===== src/verilog/icu_params.svh =====
/*
 Constants of the input capture unit: offsets, field positions,
 reset values and prescale counts. Definitions only.
*/
// =====================================================================
`ifndef ICU_PARAMS_SVH
`define ICU_PARAMS_SVH

// =====================================================================
// Register map (byte addresses)
`define ICU_OFS_CTRL 4'h0
`define ICU_OFS_BUF 4'h4
`define ICU_ADR_STATUS 8'h40
`define ICU_ADR_MASK 8'h44

// =====================================================================
// Control word fields
`define ICU_BIT_SIDL 13
`define ICU_BIT_TSEL 7
`define ICU_BIT_DIV 5
`define ICU_BIT_OVF 4
`define ICU_BIT_BNE 3
`define ICU_BIT_MODE 0
`define ICU_CTRL_WMASK 16'h20e7
`define ICU_CTRL_RST 16'h0000

// =====================================================================
// Prescale terminal counts
`define ICU_PRESC4 4'h3
`define ICU_PRESC16 4'hf

`endif


===== src/verilog/icu_pkg.sv =====
/*
 Types shared by the input capture unit.
 Assumes nothing beyond a SystemVerilog compiler.
*/
package icu_pkg;

// =====================================================================
// Capture mode field encodings
typedef enum logic [2:0] {
    ICU_OFF = 3'h0,
    ICU_BOTH = 3'h1,
    ICU_FALL = 3'h2,
    ICU_RISE = 3'h3,
    ICU_RISE4 = 3'h4,
    ICU_RISE16 = 3'h5,
    ICU_UNUSED = 3'h6,
    ICU_WAKE = 3'h7
} icu_mode_t;

endpackage


===== src/verilog/icu_evt_if.sv =====
/*
 Per-channel link between the register core and its edge detector.
 Assumes both ends run on core_clk.
*/
`timescale 1ns/1ns
interface icu_evt_if;
    import icu_pkg::*;
    logic pin;
    icu_mode_t mode;
    logic run;
    logic restart;
    logic capEvt;
    logic wakeEvt;
    modport det (input pin, mode, run, restart, output capEvt, wakeEvt);
    modport core (output pin, mode, run, restart, input capEvt, wakeEvt);
endinterface


===== src/verilog/icu_edge_detect.sv =====
/*
 Edge detector and prescaler of one capture channel.
 Assumes the pin is already synchronous to core_clk.
*/
`timescale 1ns/1ns
`include "icu_params.svh"
module icu_edge_detect import icu_pkg::*; (
    input wire logic core_clk,
    input wire logic rst,
    icu_evt_if.det ev
);

typedef struct packed {
    logic pinPrev;
    logic [3:0] presc;
    logic capEvt;
    logic wakeEvt;
} icu_det_t;

icu_det_t st_ff;
icu_det_t nxt_st;
logic rise;
logic fall;

assign rise = ev.pin & ~st_ff.pinPrev;
assign fall = ~ev.pin & st_ff.pinPrev;
assign ev.capEvt = st_ff.capEvt;
assign ev.wakeEvt = st_ff.wakeEvt;

// =====================================================================
// Edge selection
always_comb begin
    nxt_st = st_ff;
    nxt_st.pinPrev = ev.pin;
    nxt_st.capEvt = 1'b0;
    nxt_st.wakeEvt = 1'b0;
    if (ev.restart) begin
        // Reprogramming restarts the edge count from zero
        nxt_st.presc = 4'h0;
    end else if (ev.run) begin
        unique case (ev.mode)
            ICU_BOTH: nxt_st.capEvt = rise | fall;
            ICU_FALL: nxt_st.capEvt = fall;
            ICU_RISE: nxt_st.capEvt = rise;
            ICU_RISE4: begin
                if (rise) begin
                    nxt_st.capEvt = st_ff.presc == `ICU_PRESC4;
                    nxt_st.presc = nxt_st.capEvt ? 4'h0 :
                        4'(st_ff.presc + 4'h1);
                end
            end
            ICU_RISE16: begin
                if (rise) begin
                    nxt_st.capEvt = st_ff.presc == `ICU_PRESC16;
                    nxt_st.presc = 4'(st_ff.presc + 4'h1);
                end
            end
            ICU_WAKE: nxt_st.wakeEvt = rise;
            ICU_OFF: ;
            ICU_UNUSED: ;
        endcase
    end
end

always_ff @(posedge core_clk or posedge rst) begin
    if (rst) begin
        st_ff <= '0;
    end else begin
        st_ff <= nxt_st;
    end
end
endmodule // icu_edge_detect


===== src/verilog/icu_top.sv =====
/*
 Input capture unit: capture channels, their buffers, the interrupt
 status and mask, and an Avalon-MM slave with waitrequest.
 Assumes pins, timebases and the Idle/Sleep levels are synchronous to
 core_clk. DEPTH must be a power of two.
*/
// The Avalon-MM interface to the registers and the register offsets were decided locally.
`timescale 1ns/1ns
`include "icu_params.svh"
module icu_top import icu_pkg::*; #(
    parameter int NCH = 4,
    parameter int DEPTH = 4,
    parameter int TW = 16
) (
    input wire logic core_clk,
    input wire logic rst,
    input wire logic [7:0] avs_address,
    input wire logic avs_read,
    input wire logic avs_write,
    input wire logic [31:0] avs_writedata,
    input wire logic [3:0] avs_byteenable,
    output logic [31:0] avs_readdata,
    output logic avs_waitrequest,
    input wire logic [NCH-1:0] capPin,
    input wire logic [TW-1:0] firstTimebase,
    input wire logic [TW-1:0] secondTimebase,
    input wire logic cpuIdle,
    input wire logic cpuSleep,
    output logic irq
);

localparam int PW = $clog2(DEPTH);
localparam int CW = $clog2(DEPTH + 1);
localparam logic [CW-1:0] FULL = CW'(DEPTH);
localparam logic [3:0] NCH4 = 4'(NCH);

// =====================================================================
// State
typedef struct packed {
    logic sidl;
    logic tsel;
    logic [1:0] div;
    icu_mode_t mode;
    logic ovf;
    logic [CW-1:0] cnt;
    logic [PW-1:0] rdp;
    logic [PW-1:0] wrp;
    logic [1:0] divCnt;
    logic [DEPTH-1:0][TW-1:0] mem;
} icu_chan_t;

typedef struct packed {
    icu_chan_t [NCH-1:0] ch;
    logic [NCH-1:0] sts;
    logic [NCH-1:0] mask;
    logic [NCH-1:0] stsSnap;
    logic ack;
    logic popOk;
    logic irqLine;
    logic [31:0] rdata;
} icu_top_t;

icu_top_t st_ff;
icu_top_t nxt_st;

logic busReq;
logic rdA;
logic rdB;
logic wrB;
logic [3:0] chIdx;
logic [3:0] regOfs;
logic chHit;
logic [NCH-1:0] evCap;
logic [NCH-1:0] evWake;
logic [NCH-1:0] stsSet;
logic [NCH-1:0] stsClr;

// =====================================================================
// Bus decode
// Phase A (waitrequest high) snapshots read data; phase B (waitrequest
// low) commits writes and read side effects. Costs one wait cycle but
// keeps readdata straight from a flop.
assign busReq = avs_read | avs_write;
assign avs_waitrequest = busReq & ~st_ff.ack;
assign rdA = avs_read & ~st_ff.ack;
assign rdB = avs_read & st_ff.ack;
assign wrB = avs_write & st_ff.ack;
assign chIdx = avs_address[7:4];
assign regOfs = avs_address[3:0];
assign chHit = chIdx < NCH4;
assign avs_readdata = st_ff.rdata;
assign irq = st_ff.irqLine;

function automatic logic [15:0] ctrlWord(input icu_chan_t c);
    logic [15:0] w;
    w = `ICU_CTRL_RST;
    w[`ICU_BIT_SIDL] = c.sidl;
    w[`ICU_BIT_TSEL] = c.tsel;
    w[`ICU_BIT_DIV +: 2] = c.div;
    w[`ICU_BIT_OVF] = c.ovf;
    w[`ICU_BIT_BNE] = c.cnt != '0;
    w[`ICU_BIT_MODE +: 3] = c.mode;
    return w;
endfunction

// =====================================================================
// Channels
genvar g;
generate
    for (g = 0; g < NCH; g++) begin : gChan
        icu_evt_if ev ();
        assign ev.pin = capPin[g];
        assign ev.mode = st_ff.ch[g].mode;
        // Wake mode ignores stop-in-idle and runs only while idle or asleep
        assign ev.run = (st_ff.ch[g].mode == ICU_WAKE) ?
            (cpuIdle | cpuSleep) :
            !(st_ff.ch[g].sidl && cpuIdle);
        assign ev.restart = wrB && chHit && chIdx == 4'(g) &&
            regOfs == `ICU_OFS_CTRL;
        assign evCap[g] = ev.capEvt;
        assign evWake[g] = ev.wakeEvt;
        icu_edge_detect uDet (
            .core_clk(core_clk),
            .rst(rst),
            .ev(ev.det)
        );
    end
endgenerate

// =====================================================================
// Next state
always_comb begin
    icu_chan_t c;
    logic push;
    logic pop;
    logic [15:0] m;
    logic [15:0] nw;
    c = '0;
    push = 1'b0;
    pop = 1'b0;
    m = '0;
    nw = '0;
    nxt_st = st_ff;
    stsSet = '0;
    stsClr = '0;
    nxt_st.ack = busReq & ~st_ff.ack;

    if (rdA) begin
        nxt_st.rdata = '0;
        nxt_st.popOk = 1'b0;
        nxt_st.stsSnap = '0;
        if (chHit) begin
            // Channel index, not buffer pointer width: NCH stays <= 4
            c = st_ff.ch[chIdx[1:0]];
            if (regOfs == `ICU_OFS_CTRL) begin
                nxt_st.rdata[15:0] = ctrlWord(c);
            end else if (regOfs == `ICU_OFS_BUF && c.cnt != '0) begin
                // Oldest entry first
                nxt_st.rdata[TW-1:0] = c.mem[c.rdp];
                nxt_st.popOk = 1'b1;
            end
        end else if (avs_address == `ICU_ADR_STATUS) begin
            nxt_st.rdata[NCH-1:0] = st_ff.sts;
            nxt_st.stsSnap = st_ff.sts;
        end else if (avs_address == `ICU_ADR_MASK) begin
            nxt_st.rdata[NCH-1:0] = st_ff.mask;
        end
    end

    for (int i = 0; i < NCH; i++) begin
        c = st_ff.ch[i];
        pop = rdB && chHit && chIdx == 4'(i) &&
            regOfs == `ICU_OFS_BUF && st_ff.popOk;
        push = 1'b0;
        if (evCap[i]) begin
            if (c.cnt != FULL || pop) begin
                push = 1'b1;
            end else begin
                // Full buffer keeps old data; the new value is lost
                c.ovf = 1'b1;
            end
            if (c.mode == ICU_BOTH || c.divCnt == c.div) begin
                stsSet[i] = 1'b1;
                c.divCnt = 2'h0;
            end else begin
                c.divCnt = 2'(c.divCnt + 2'h1);
            end
        end
        if (evWake[i]) begin
            stsSet[i] = 1'b1;
        end
        if (push) begin
            c.mem[c.wrp] = c.tsel ? firstTimebase :
                secondTimebase;
            c.wrp = PW'(c.wrp + 1'b1);
        end
        if (pop) begin
            c.rdp = PW'(c.rdp + 1'b1);
        end
        c.cnt = CW'(c.cnt + CW'(push) - CW'(pop));
        if (wrB && chHit && chIdx == 4'(i) && regOfs == `ICU_OFS_CTRL)
        begin
            // Status bits are outside the write mask
            m = `ICU_CTRL_WMASK &
                {{8{avs_byteenable[1]}}, {8{avs_byteenable[0]}}};
            nw = (ctrlWord(c) & ~m) | (avs_writedata[15:0] & m);
            c.sidl = nw[`ICU_BIT_SIDL];
            c.tsel = nw[`ICU_BIT_TSEL];
            c.div = nw[`ICU_BIT_DIV +: 2];
            c.mode = icu_mode_t'(nw[`ICU_BIT_MODE +: 3]);
            c.divCnt = 2'h0;
            if (c.mode == ICU_OFF) begin
                c.cnt = '0;
                c.rdp = '0;
                c.wrp = '0;
                c.ovf = 1'b0;
            end
        end
        nxt_st.ch[i] = c;
    end

    if (wrB && avs_address == `ICU_ADR_MASK && avs_byteenable[0]) begin
        nxt_st.mask = avs_writedata[NCH-1:0];
    end
    // Read clears only what was reported; a new event still wins
    if (rdB && avs_address == `ICU_ADR_STATUS) begin
        stsClr = st_ff.stsSnap;
    end
    nxt_st.sts = (st_ff.sts & ~stsClr) | stsSet;
    nxt_st.irqLine = |(nxt_st.sts & nxt_st.mask);
end

always_ff @(posedge core_clk or posedge rst) begin
    if (rst) begin
        st_ff <= '0;
    end else begin
        st_ff <= nxt_st;
    end
end
endmodule // icu_top

===== config.mk =====
export PLATFORM = sky130hd
export DESIGN_NAME = icu_top
export DESIGN_NICKNAME = d
export VERILOG_FILES = /design/src/verilog/icu_pkg.sv /design/src/verilog/icu_evt_if.sv /design/src/verilog/icu_edge_detect.sv /design/src/verilog/icu_top.sv
export VERILOG_INCLUDE_DIRS = /design/src /design/src/verilog
export SDC_FILE = /design/constraint.sdc
export NUM_CORES = 1
export LEC_CHECK = 0
export ABC_AREA = 1
export BUFFER_PORTS_ARGS = -buffer_cell sky130_fd_sc_hd__buf_4
export CORE_MARGIN = 5
export CORE_UTILIZATION = 60
export CTS_BUF_LIST = sky130_fd_sc_hd__clkbuf_8
export DETAILED_ROUTE_END_ITERATION = 16
export GPL_TIMING_DRIVEN = 0
export PLACE_DENSITY = 0.79
export SLEW_MARGIN = 20
export SYNTH_ARGS = -nofsm -noshare
export SYNTH_HDL_FRONTEND = slang
export SYNTH_SLANG_ARGS = --single-unit
export TNS_END_PERCENT = 30

===== constraint.sdc =====
create_clock -name core_clk -period 21 [get_ports core_clk]
set_clock_uncertainty 0.05 [all_clocks]
set_input_delay 0 -clock core_clk [delete_from_list [all_inputs] [get_ports core_clk]]
set_output_delay 0 -clock core_clk [all_outputs]
set_load 0.02 [all_outputs]

==> results.ini, run 1 <==
[min_path]
hold_end = st_ff[191]
holdPathStages = 5
hp-start = secondTimebase[15]
hold_class = input pin to register

[worst_setup_path]
cp_max_fo = 10
critical_path.cell_chain = dlygate4sd3_1, buf_4, nor2_2, dlygate4sd3_1, nand2_1, nor2_2, nand2_1, nand2_2, nand2_4, buf_6, buf_6, ha_1, inv_1, ha_1, inv_1, fa_1, or2_2, a21oi_1
arrival_ns = 3.91
startpoint_type = input pin
worstSetupPathType = input pin to register
rr_worst_depth = 15
timing.rr.end = st_ff[200]
worst_setup_path_end_kind = register
crit_required_ns = 21.50
critical-path-max-stage-delay_ns = 0.78
startpoint = avs_address[7]
timing.rr.start = st_ff[34]
ff2ff_setup_slack_ns = 17.90
crit_slowest_cell = dlygate4sd3_1

[synthesis]
synth-seq-cells = 383
synthCells = 2532
synth_warnings = 0
yosysSeqAreaShare_pct = 48.63
syn_area_um2 = 19710
synth.avg_cell_area_um2 = 7.784
yosysUniqueCellTypes = 45

[drt]
drtAntennaViolNets = 0
post-route-drc-count = 0
vias = 19260
drt_iter0_drc = 2326
wl_per_cell_um = 23.04
first_pass_iters = 5
drt_wl_total_mm = 74.57
routed_via_density = 5.949

[sta]
final-setup-viol-count = 0
finalMaxSlewViolations = 0
fin_crit_sh_pct = 16.24
worst_slack_ns = 17.59
relSlewSlack_pct = 15.65
min_period_ns = 3.411
hold_ws_ns = 0.04825
rsz0062_at_grt = no
finalSetupTns_ns = 0
report.final.hold_viol_count = 0
tightest_slew_ns = 1.252
max_freq_mhz = 293.2

[global_route]
grt.total_usage_pct = 40.93
use_met2_pct = 63.77
grt_overflow = 0
met1_usage_pct = 50.81
busiest_layer = met2
met3_usage_pct = 7.633
grt_pass1_wl_mm = 111.1
antenna_found_initial = 1
grt_max_degree = 105
grt_pass1_vias = 18810

[clock_tree]
cts-root-buf = clkbuf_8
cts_buffers = 61
insertion_delay_ns = 0.68
path_clk_slew_ns = 0.07
cts_buffer_depth = 3
cts.htree.levels = 2
cts_tree = done
clock_sink_count = 383

[flow_run]
maxCapViolCount = 0

[die]
dieWidth_um = 191.2
rows = 66
initial_core_util_pct = 60.73
io_pins = 120
dieArea_um2 = 36570
fp.dieH_um = 191.2
coreArea_um2 = 32450

[finish]
seqCellArea_um2 = 9584
syn_to_final_growth_pct = 15.71
diodes = 0
final_cells = 3237
final_common_cell = nand2_1
design_area_um2 = 22810
fin_util_pct = 70.27
layout_common_cells = 792 x nand2_1, 383 x dfrtp_1, 334 x o21ai_0, 247 x inv_1, 151 x nor2_1
n_fill_cell = 2686
nets = 2886
drive_gt1_share_pct = 9.982
multi_input_area_um2 = 8507

[power]
power.leakage_nw = 11.53
p_total_mw = 1.638
irDropWorstVdd_mv = 0.05518
pwr_density_cell_nw_per_um2 = 71.82

[outcome]
status = completed

[placement]
dp_hpwl_mm = 55.94
postPlaceCellArea_um2 = 20960
port_buffers = 74
pre_cts_ws_ns = 17.95
dp.cells = 3066
place_congestion = 1.150

==> how the worst max path moves through the flow <==
stage / slack, ns / end
after floorplan: 10.31 / asynchronous set/reset pin
after global placement: 6.38 / st_ff[271]
after detailed placement: 17.95 / st_ff[200]
after CTS: 17.69 / st_ff[200]
after global routing: 17.46 / st_ff[281]
final: 17.59 / st_ff[281]
==> layout make-up <==
class	instances	share of cell area [%]
clock buffer	73	4.406
multi-input combinational	1785	37.30
timing repair buffer	150	6.002
inverter	231	3.857
clock inverter	25	0.4663
buffer	148	3.517
tap	442	2.425
sequential	383	42.03
==> timing repair <==
item                      4_1_cts  5_1_grt
hold buffers                   73        0
hold endpoints to repair      381        0
gates resized for setup         0        0
setup buffers                   0        0
==> power breakdown <==
group | total (mW) | switching [mW] | leakage, nW | internal, mW
registers | 0.788 | 0.0212 | 5.09 | 0.766
clock network | 0.607 | 0.298 | 0.652 | 0.309
logic | 0.243 | 0.171 | 5.78 | 0.0715
==> kinds of logic after synthesis <==
logic type,share of synthesized area [%]
compound gates,15.52
xor+xnor,0.6221
fa+ha+maj,2.692
buf+inv,8.494
flops,48.63
other cells,0.01903
simple gates,24.03
==> sequential cells by signal, indices dropped and copies added, names as in the netlist, named ones only <==
name,cells
gChan.ev.mode,12
gChan.uDet.st_ff,20
st_ff,310
irq,1
gChan.uDet.ev.wakeEvt,4
avs_readdata,16
gChan.uDet.ev.capEvt,4
==> metal layers <==
layer,routed length [µm],vias up
met2,33200,1213
met4,6970,0
met5,0,-
met1,27740,9144
li1,-,8629
met3,6659,272
==> worst max-delay path, delay by kind of cell <==
kind | cells | cell delay, ns
buffers and inverters | 7 | 1.96
and+or+nand+nor | 7 | 1.03
adders and majority gates | 3 | 0.78
AOI/OAI and AO/OA | 1 | 0.14
==> synthesized netlist by cell type, drive strengths merged <==
| library cell | instances | area, µm² |
|---|---|---|
| o22ai | 77 | 481.7 |
| inv | 230 | 868.3 |
| a21oi | 45 | 225.2 |
| a22oi | 5 | 37.54 |
| nand3b | 3 | 26.27 |
| dfrtp | 383 | 9584 |
| nand3 | 120 | 643.1 |
| ha | 36 | 450.4 |
| nand2 | 799 | 3032 |
| xor2 | 10 | 87.58 |
| a41oi | 1 | 8.760 |
| and2 | 1 | 6.260 |
| nand4 | 18 | 118.9 |
| conb | 1 | 3.750 |
| nor2 | 167 | 738.2 |
| o31ai | 5 | 37.54 |
| clkbuf | 64 | 240.2 |
| or2 | 7 | 43.79 |
| o21ai | 438 | 2192 |
| xnor2 | 4 | 35.03 |
| o211ai | 5 | 37.54 |
| fa | 4 | 80.08 |
| nor3 | 12 | 75.07 |
| nor3b | 3 | 27.52 |
| buf | 84 | 561.8 |
| o21a | 5 | 37.54 |
| clkinv | 1 | 3.750 |
| nor4 | 4 | 25.02 |
(Power assumes the default switching activity.)
==> run 2: changes to the inputs <==
- ABC_AREA: 1 -> 0
- clock period: 21 -> 3.4 ns (I/O delays scaled with it)
==> results.ini, run 2 <==
[clock_tree]
cts-root-buf = clkbuf_8  ; unchanged
path_clk_slew_ns = 0.08  ; was 0.07 ns
cts.htree.levels = 2  ; unchanged
clock_sink_count = 383  ; unchanged
cts_buffers = 59  ; was 61
cts_buffer_depth = 3  ; unchanged
insertion_delay_ns = 0.65  ; was 0.68 ns
postCtsSetupBuffers = 0  ; unchanged
cts_tree = done  ; unchanged

[sta]
relSlewSlack_pct = 18.95  ; was 15.65%
min_period_ns = 3.322
hold_ws_ns = 0.06172  ; was 0.04825 ns
fin_crit_sh_pct = 97.70
max_freq_mhz = 301.0
report.final.hold_viol_count = 0  ; unchanged
tightest_slew_ns = 1.216  ; was 1.252 ns
rsz0062_at_grt = no  ; unchanged
finalMaxSlewViolations = 0  ; unchanged
final-setup-viol-count = 0  ; unchanged

[global_route]
grt_overflow = 0  ; unchanged
grt_pass1_vias = 16010  ; was 18810
grt_pass1_wl_mm = 88.84  ; was 111.1 mm
grt.total_usage_pct = 32.29  ; was 40.93%
grt_max_degree = 37  ; was 105
antenna_found_initial = 0  ; was 1

[synthesis]
synth.avg_cell_area_um2 = 10.69  ; was 7.784 µm²
synthCells = 1775  ; was 2532
synth_edf_count = 0  ; unchanged
netlist.area_leader.share_pct = 50.51  ; was 48.63%
synth_commonest_cells = 383 x dfrtp_1, 329 x nor2_1, 297 x a21oi_1  ; was 792 x nand2_1, 383 x dfrtp_1, 339 x o21ai_0
synth-seq-cells = 383  ; unchanged
yosysSeqAreaShare_pct = 50.51  ; was 48.63%
yosysUniqueCellTypes = 67  ; was 45
syn_area_um2 = 18970  ; was 19710 µm²
yosysMostFrequentCell = dfrtp_1  ; was nand2_1
synth_warnings = 0  ; unchanged
ys.flop_type = dfrtp_1  ; unchanged
synth_area_leaders = dfrtp_1 51%, mux4_2 8.8%, a21oi_1 7.8%  ; was dfrtp_1 49%, nand2_1 15%, o21ai_0 8.6%
async_flop_share_pct = 100.0  ; unchanged
synth_top_cell_by_area = dfrtp_1  ; unchanged

[die]
initial_core_util_pct = 60.44  ; was 60.73%
dieArea_um2 = 35280  ; was 36570 µm²
rows = 65  ; was 66
coreArea_um2 = 31390  ; was 32450 µm²
fp.dieH_um = 187.8  ; was 191.2 µm
io_pins = 120  ; unchanged
dieWidth_um = 187.8  ; was 191.2 µm

[power]
p_comb_share_pct = 13.3  ; was 14.8%
p_total_mw = 10.21  ; was 1.638 mW
irDropWorstVdd_mv = 0.3086  ; was 0.05518 mV
pwr-share-seq_pct = 49.2  ; was 48.1%
power.leakage_nw = 9.784  ; was 11.53 nW
clkPwrFrac_pct = 37.5  ; was 37.1%
pwr_density_cell_nw_per_um2 = 455.1  ; was 71.82 nW/µm²
p_int_mw = 7.402  ; was 1.147 mW
p_switching_mw = 2.804  ; was 0.4904 mW
p_sw_share_pct = 27.47  ; was 29.94%

[finish]
layout_common_cells = 383 x dfrtp_1, 329 x nor2_1, 297 x a21oi_1, 113 x buf_4, 88 x dlygate4sd3_1  ; was 792 x nand2_1, 383 x dfrtp_1, 334 x o21ai_0, 247 x inv_1, 151 x nor2_1
largest_reg_flops = 310  ; unchanged
syn_to_final_growth_pct = 18.21  ; was 15.71%
nets = 2151  ; was 2886
final_cells = 2470  ; was 3237
top_register = st_ff  ; unchanged
final_common_cell = dfrtp_1  ; was nand2_1
fin_util_pct = 71.44  ; was 70.27%
diodes = 0  ; unchanged
drive_gt1_share_pct = 19.15  ; was 9.982%

[min_path]
hold_end = gChan[2].uDet.ev.wakeEvt  ; was st_ff[191]
holdPathStages = 5  ; unchanged
hold_class = input pin to register  ; unchanged
hp-start = cpuSleep  ; was secondTimebase[15]

[placement]
place_congestion = 0.9530  ; was 1.150
port_buffers = 75  ; was 74
dp.cells = 2279  ; was 3066
dp_hpwl_mm = 41.22  ; was 55.94 mm

[worst_setup_path]
startpoint_type = input pin  ; unchanged
worst_setup_path_end_kind = register  ; unchanged
ff2ff_setup_slack_ns = 0.18  ; was 17.90 ns
arrival_ns = 3.77  ; was 3.91 ns
timing.rr.end = st_ff[264]  ; was st_ff[200]
crit_required_ns = 3.85  ; was 21.50 ns
rr_worst_depth = 5  ; was 15
worstSetupPathType = input pin to register  ; unchanged
cp_max_fo = 4  ; was 10

[drt]
routed_via_density = 6.319  ; was 5.949
drt_wl_total_mm = 56.79  ; was 74.57 mm
wl_per_cell_um = 22.99  ; was 23.04 µm
drtAntennaViolNets = 0  ; unchanged
drt_iter0_drc = 1707  ; was 2326
first_pass_iters = 6  ; was 5
vias = 15610  ; was 19260
post-route-drc-count = 0  ; unchanged

[flow_run]
maxCapViolCount = 0  ; unchanged

[outcome]
status = completed  ; unchanged

==> run 2: cell count changes in the layout (fill, tap and decap cells not counted), sizes merged, moves of 15 or more <==
cell / change
a21oi: +256
dlygate4sd3: +15
inv: -201
mux2: +52
mux2i: +86
mux4: +74
nand2: -717
nand3: -97
nor2: +162
o21ai: -408
o22ai: -74
xnor2: +16
==> run 2: timing repair <==
item                                    in CTS  in global routing
hold buffers                                88                  0
hold endpoints to repair                   639                  0
endpoints found under the setup margin       0                  4
resized for setup                            0                  9
==> run 2: worst max-delay path by stage <==
| stage | slack (ns) | start | depth (start not counted) | end |
|---|---|---|---|---|
| 2_1_floorplan | -1.80 | rst | 1 | asynchronous set/reset pin |
| 3_3_place_gp | -3.69 | rst | 2 | gChan[0].uDet.st_ff[3] |
| 3_5_place_dp | 0.003 | avs_address[4] | 13 | st_ff[362] |
| 4_1_cts | 0.04 | st_ff[34] | 12 | st_ff[200] |
| 5_1_grt | 0.05 | avs_address[5] | 9 | irq |
| 6_report | 0.08 | avs_address[5] | 9 | irq |
==> run 2: metal layers <==
| metal | vias to the layer above | global-route usage [%] | wire length (µm) |
|---|---|---|---|
| met5 | - | 0 | 0 |
| met3 | 188 | 8.395 | 5913 |
| met4 | 0 | 13.24 | 2363 |
| met1 | 7752 | 41.65 | 21210 |
| li1 | 6709 | - | - |
| met2 | 958 | 52.65 | 27300 |
==> run 2: per-stage QoR <==
step	instance area, µm²	TNS [ns]	setup WS [ns]
6_report	22430	0	0.07815
4_1_cts	22380	0	0.03986
5_1_grt	22430	0	0.04709
3_5_place_dp	20340	0	0.003481
2_1_floorplan	19030	-688.63	-1.798
3_3_place_gp	20100	-1400.18	-3.689
==> run 2: layout make-up <==
type | count | area, µm²
plain buffers | 145 | 792.0
clock buffers | 71 | 977.2
clock inverters | 33 | 183.9
fillers | 2168 | 8965
inverters | 34 | 131.4
multi-input cells | 1227 | 8572
flip-flops and latches | 383 | 9584
well taps | 402 | 503.0
repair buffers | 175 | 1684
==> run 2: power by group through the flow <==
stage / combinational, mW / sequential [mW] / clock, mW
floorplan: 0.864 / 5.04 / 0
global placement: 1.15 / 5.08 / 0
detailed placement: 1.24 / 5.09 / 0
CTS: 1.33 / 5.01 / 3.84
global route: 1.48 / 5.05 / 4.05
finish: 1.35 / 5.02 / 3.83
==> run 2: cells by family (layout without fill, tap and decap cells) <==
| logic type | after synthesis | after routing | share of synthesized area (%) |
|---|---|---|---|
| buffers and inverters | 180 | 458 | 4.860 |
| and+or+nand+nor | 548 | 548 | 12.98 |
| muxes | 212 | 212 | 16.41 |
| other | 1 | 16 | 0.01976 |
| xor gates and xnor gates | 34 | 34 | 1.570 |
| DFF | 383 | 383 | 50.51 |
| adders and majority gates | 40 | 40 | 2.796 |
| AOI/OAI and AO/OA | 377 | 377 | 10.85 |
==> run 2: critical path, cell delays in order <==
cell and delay [ns]:
dlygate4sd3_1 0.54, buf_4 0.16, or4b_4 0.55, dlygate4sd3_1 0.68
nor4_4 0.28, dlygate4sd3_1 0.69, mux2_2 0.37, a22o_1 0.20
a221o_1 0.30
==> run 3: changes to the inputs <==
- CORE_UTILIZATION: 60 -> 62
- PLACE_DENSITY: 0.79 -> 0.81
==> results.ini, run 3 (synthesized netlist as in run 2, its figures left out) <==
[outcome]
status = completed  ; unchanged

[clock_tree]
cts-root-buf = clkbuf_8  ; unchanged
cts_buffers = 60  ; was 59
cts_tree = done  ; unchanged
path_clk_slew_ns = 0.06  ; was 0.08 ns
cts_buffer_depth = 3  ; unchanged
insertion_delay_ns = 0.65  ; about the same
clock_sink_count = 383  ; unchanged
cts.htree.levels = 2  ; unchanged

[drt]
routed_via_density = 6.355  ; was 6.319
drt_wl_total_mm = 58.14  ; was 56.79 mm
drtAntennaViolNets = 0  ; unchanged
vias = 15650  ; was 15610
first_pass_iters = 6  ; unchanged
wl_per_cell_um = 23.61  ; was 22.99 µm
drt_iter0_drc = 1643  ; was 1707
post-route-drc-count = 0  ; unchanged

[sta]
worst_slack_ns = 0.08538  ; was 0.07815 ns
final-setup-viol-count = 0  ; unchanged
finalSetupTns_ns = 0  ; unchanged
finalMaxSlewViolations = 0  ; unchanged
max_freq_mhz = 301.7  ; was 301.0 MHz
report.final.hold_viol_count = 0  ; unchanged
fin_crit_sh_pct = 97.49  ; was 97.70%
hold_ws_ns = 0.03266  ; was 0.06172 ns
rsz0062_at_grt = yes  ; was no
min_period_ns = 3.315  ; was 3.322 ns
tightest_slew_ns = 1.177  ; was 1.216 ns
relSlewSlack_pct = 20.94  ; was 18.95%

[placement]
postPlaceCellArea_um2 = 20370  ; was 20340 µm²
dp_hpwl_mm = 41.82  ; was 41.22 mm
place_congestion = 0.9895  ; was 0.9530
pre_cts_ws_ns = -0.04356  ; was 0.003481 ns
port_buffers = 75  ; unchanged

[worst_setup_path]
startpoint_type = input pin  ; unchanged
crit_required_ns = 3.83  ; was 3.85 ns
startpoint = avs_address[5]  ; unchanged
worstSetupPathType = input pin to register  ; unchanged
arrival_ns = 3.74  ; was 3.77 ns
worst_setup_path_end_kind = register  ; unchanged
crit_top_cell = dlygate4sd3_1  ; unchanged
critical-path-max-stage-delay_ns = 0.68  ; was 0.69 ns
crit_slowest_cell = dlygate4sd3_1  ; unchanged
crit_family = buffers and inverters  ; unchanged
cp_max_fo = 4  ; unchanged
cp_num_buf_inv = 4  ; unchanged
critical_path.cell_chain = dlygate4sd3_1, buf_4, or4b_4, dlygate4sd3_1, nor4_4, dlygate4sd3_1, mux2_2, a22o_1, a221o_1  ; unchanged

[die]
fp.dieH_um = 184.9  ; was 187.8 µm
coreArea_um2 = 30430  ; was 31390 µm²
io_pins = 120  ; unchanged
dieWidth_um = 184.9  ; was 187.8 µm
rows = 64  ; was 65
dieArea_um2 = 34200  ; was 35280 µm²
initial_core_util_pct = 62.35  ; was 60.44%

[global_route]
grt.total_usage_pct = 34.61  ; was 32.29%
grt_max_degree = 36  ; was 37
grt_overflow = 0  ; unchanged
grt_pass1_wl_mm = 90.74  ; was 88.84 mm
grt_pass1_vias = 16380  ; was 16010
antenna_found_initial = 0  ; unchanged

[finish]
layout_common_cells = 383 x dfrtp_1, 329 x nor2_1, 297 x a21oi_1, 113 x buf_4, 86 x mux2i_1  ; was 383 x dfrtp_1, 329 x nor2_1, 297 x a21oi_1, 113 x buf_4, 88 x dlygate4sd3_1
design_area_um2 = 22530  ; was 22430 µm²
seqCellArea_um2 = 9584  ; unchanged
drive_gt1_share_pct = 19.41  ; was 19.15%
largest_reg_flops = 310  ; unchanged
multi_input_area_um2 = 8576  ; was 8572 µm²
top_register = st_ff  ; unchanged
syn_to_final_growth_pct = 18.73  ; was 18.21%
diodes = 0  ; unchanged
fin_util_pct = 74.03  ; was 71.44%
final_common_cell = dfrtp_1  ; unchanged
nets = 2148  ; was 2151
n_fill_cell = 2040  ; was 2168

[power]
power.leakage_nw = 9.837  ; was 9.784 nW
pwr_density_cell_nw_per_um2 = 467.2  ; was 455.1 nW/µm²
irDropWorstVdd_mv = 0.3459  ; was 0.3086 mV

[min_path]
hp-start = capPin[3]  ; was cpuSleep
hold_class = input pin to register  ; unchanged

[flow_run]
maxCapViolCount = 0  ; unchanged

run 3: final timing paths:
check,to,slack (ns),cells after the start
hold reg to reg,st_ff[37],0.42,2
max in group asynchronous,st_ff[102],1.23,9
setup reg to reg,st_ff[58],0.14,5
setup / recovery,irq,0.09,9
hold / removal,gChan[3].uDet.st_ff[6],0.03,2
min in group asynchronous,st_ff[76],0.52,4
run 3: worst reg2reg max path, stage by stage, from the launching register on:
cell and delay (ns):
dfrtp_1 0.32, clkbuf_1 0.77, clkbuf_1 0.92, mux2i_1 0.29, dlygate4sd3_1 0.69, a21oi_1 0.10
run 3: routing by layer:
| metal | wire length (µm) | part of all wire [%] | vias to the layer above | GRT usage (%) |
|---|---|---|---|---|
| met3 | 6658 | 11 | 245 | 8.759 |
| li1 | - | - | 6696 | - |
| met2 | 27360 | 47 | 1054 | 55.31 |
| met1 | 21010 | 36 | 7651 | 44.43 |
| met4 | 3114 | 5.4 | 0 | 17.35 |
| met5 | 0 | 0 | - | 0 |
run 3: cell type report:
cell class	count	area share, %
Tap cell	396	2.200
Multi-Input combinational cell	1227	38.07
Sequential cell	383	42.55
Inverter	34	0.5832
Clock inverter	29	0.9776
Buffer	145	3.510
Timing Repair Buffer	171	7.409
Clock buffer	77	4.705
run 3: through the flow:
| step | power [mW] | cells |
|---|---|---|
| after floorplan | 5.901 | 1790 |
| after global placement | 6.226 | 2261 |
| after detailed placement | 6.340 | 2274 |
| after CTS | 10.50 | 2463 |
| after global routing | 10.91 | 2462 |
| final | 10.53 | 2462 |
run 3: power by group:
group	internal (mW)	total, mW	switching [mW]
clock network	2.26	4.14	1.88
logic	0.609	1.36	0.746
registers	4.82	5.03	0.210
run 3: what timing repair did:
action	4_1_cts	5_1_grt
hold endpoints to repair	447	0
setup buffers	0	0
setup endpoints to repair	0	5
hold buffers	83	0
resized for setup	0	8
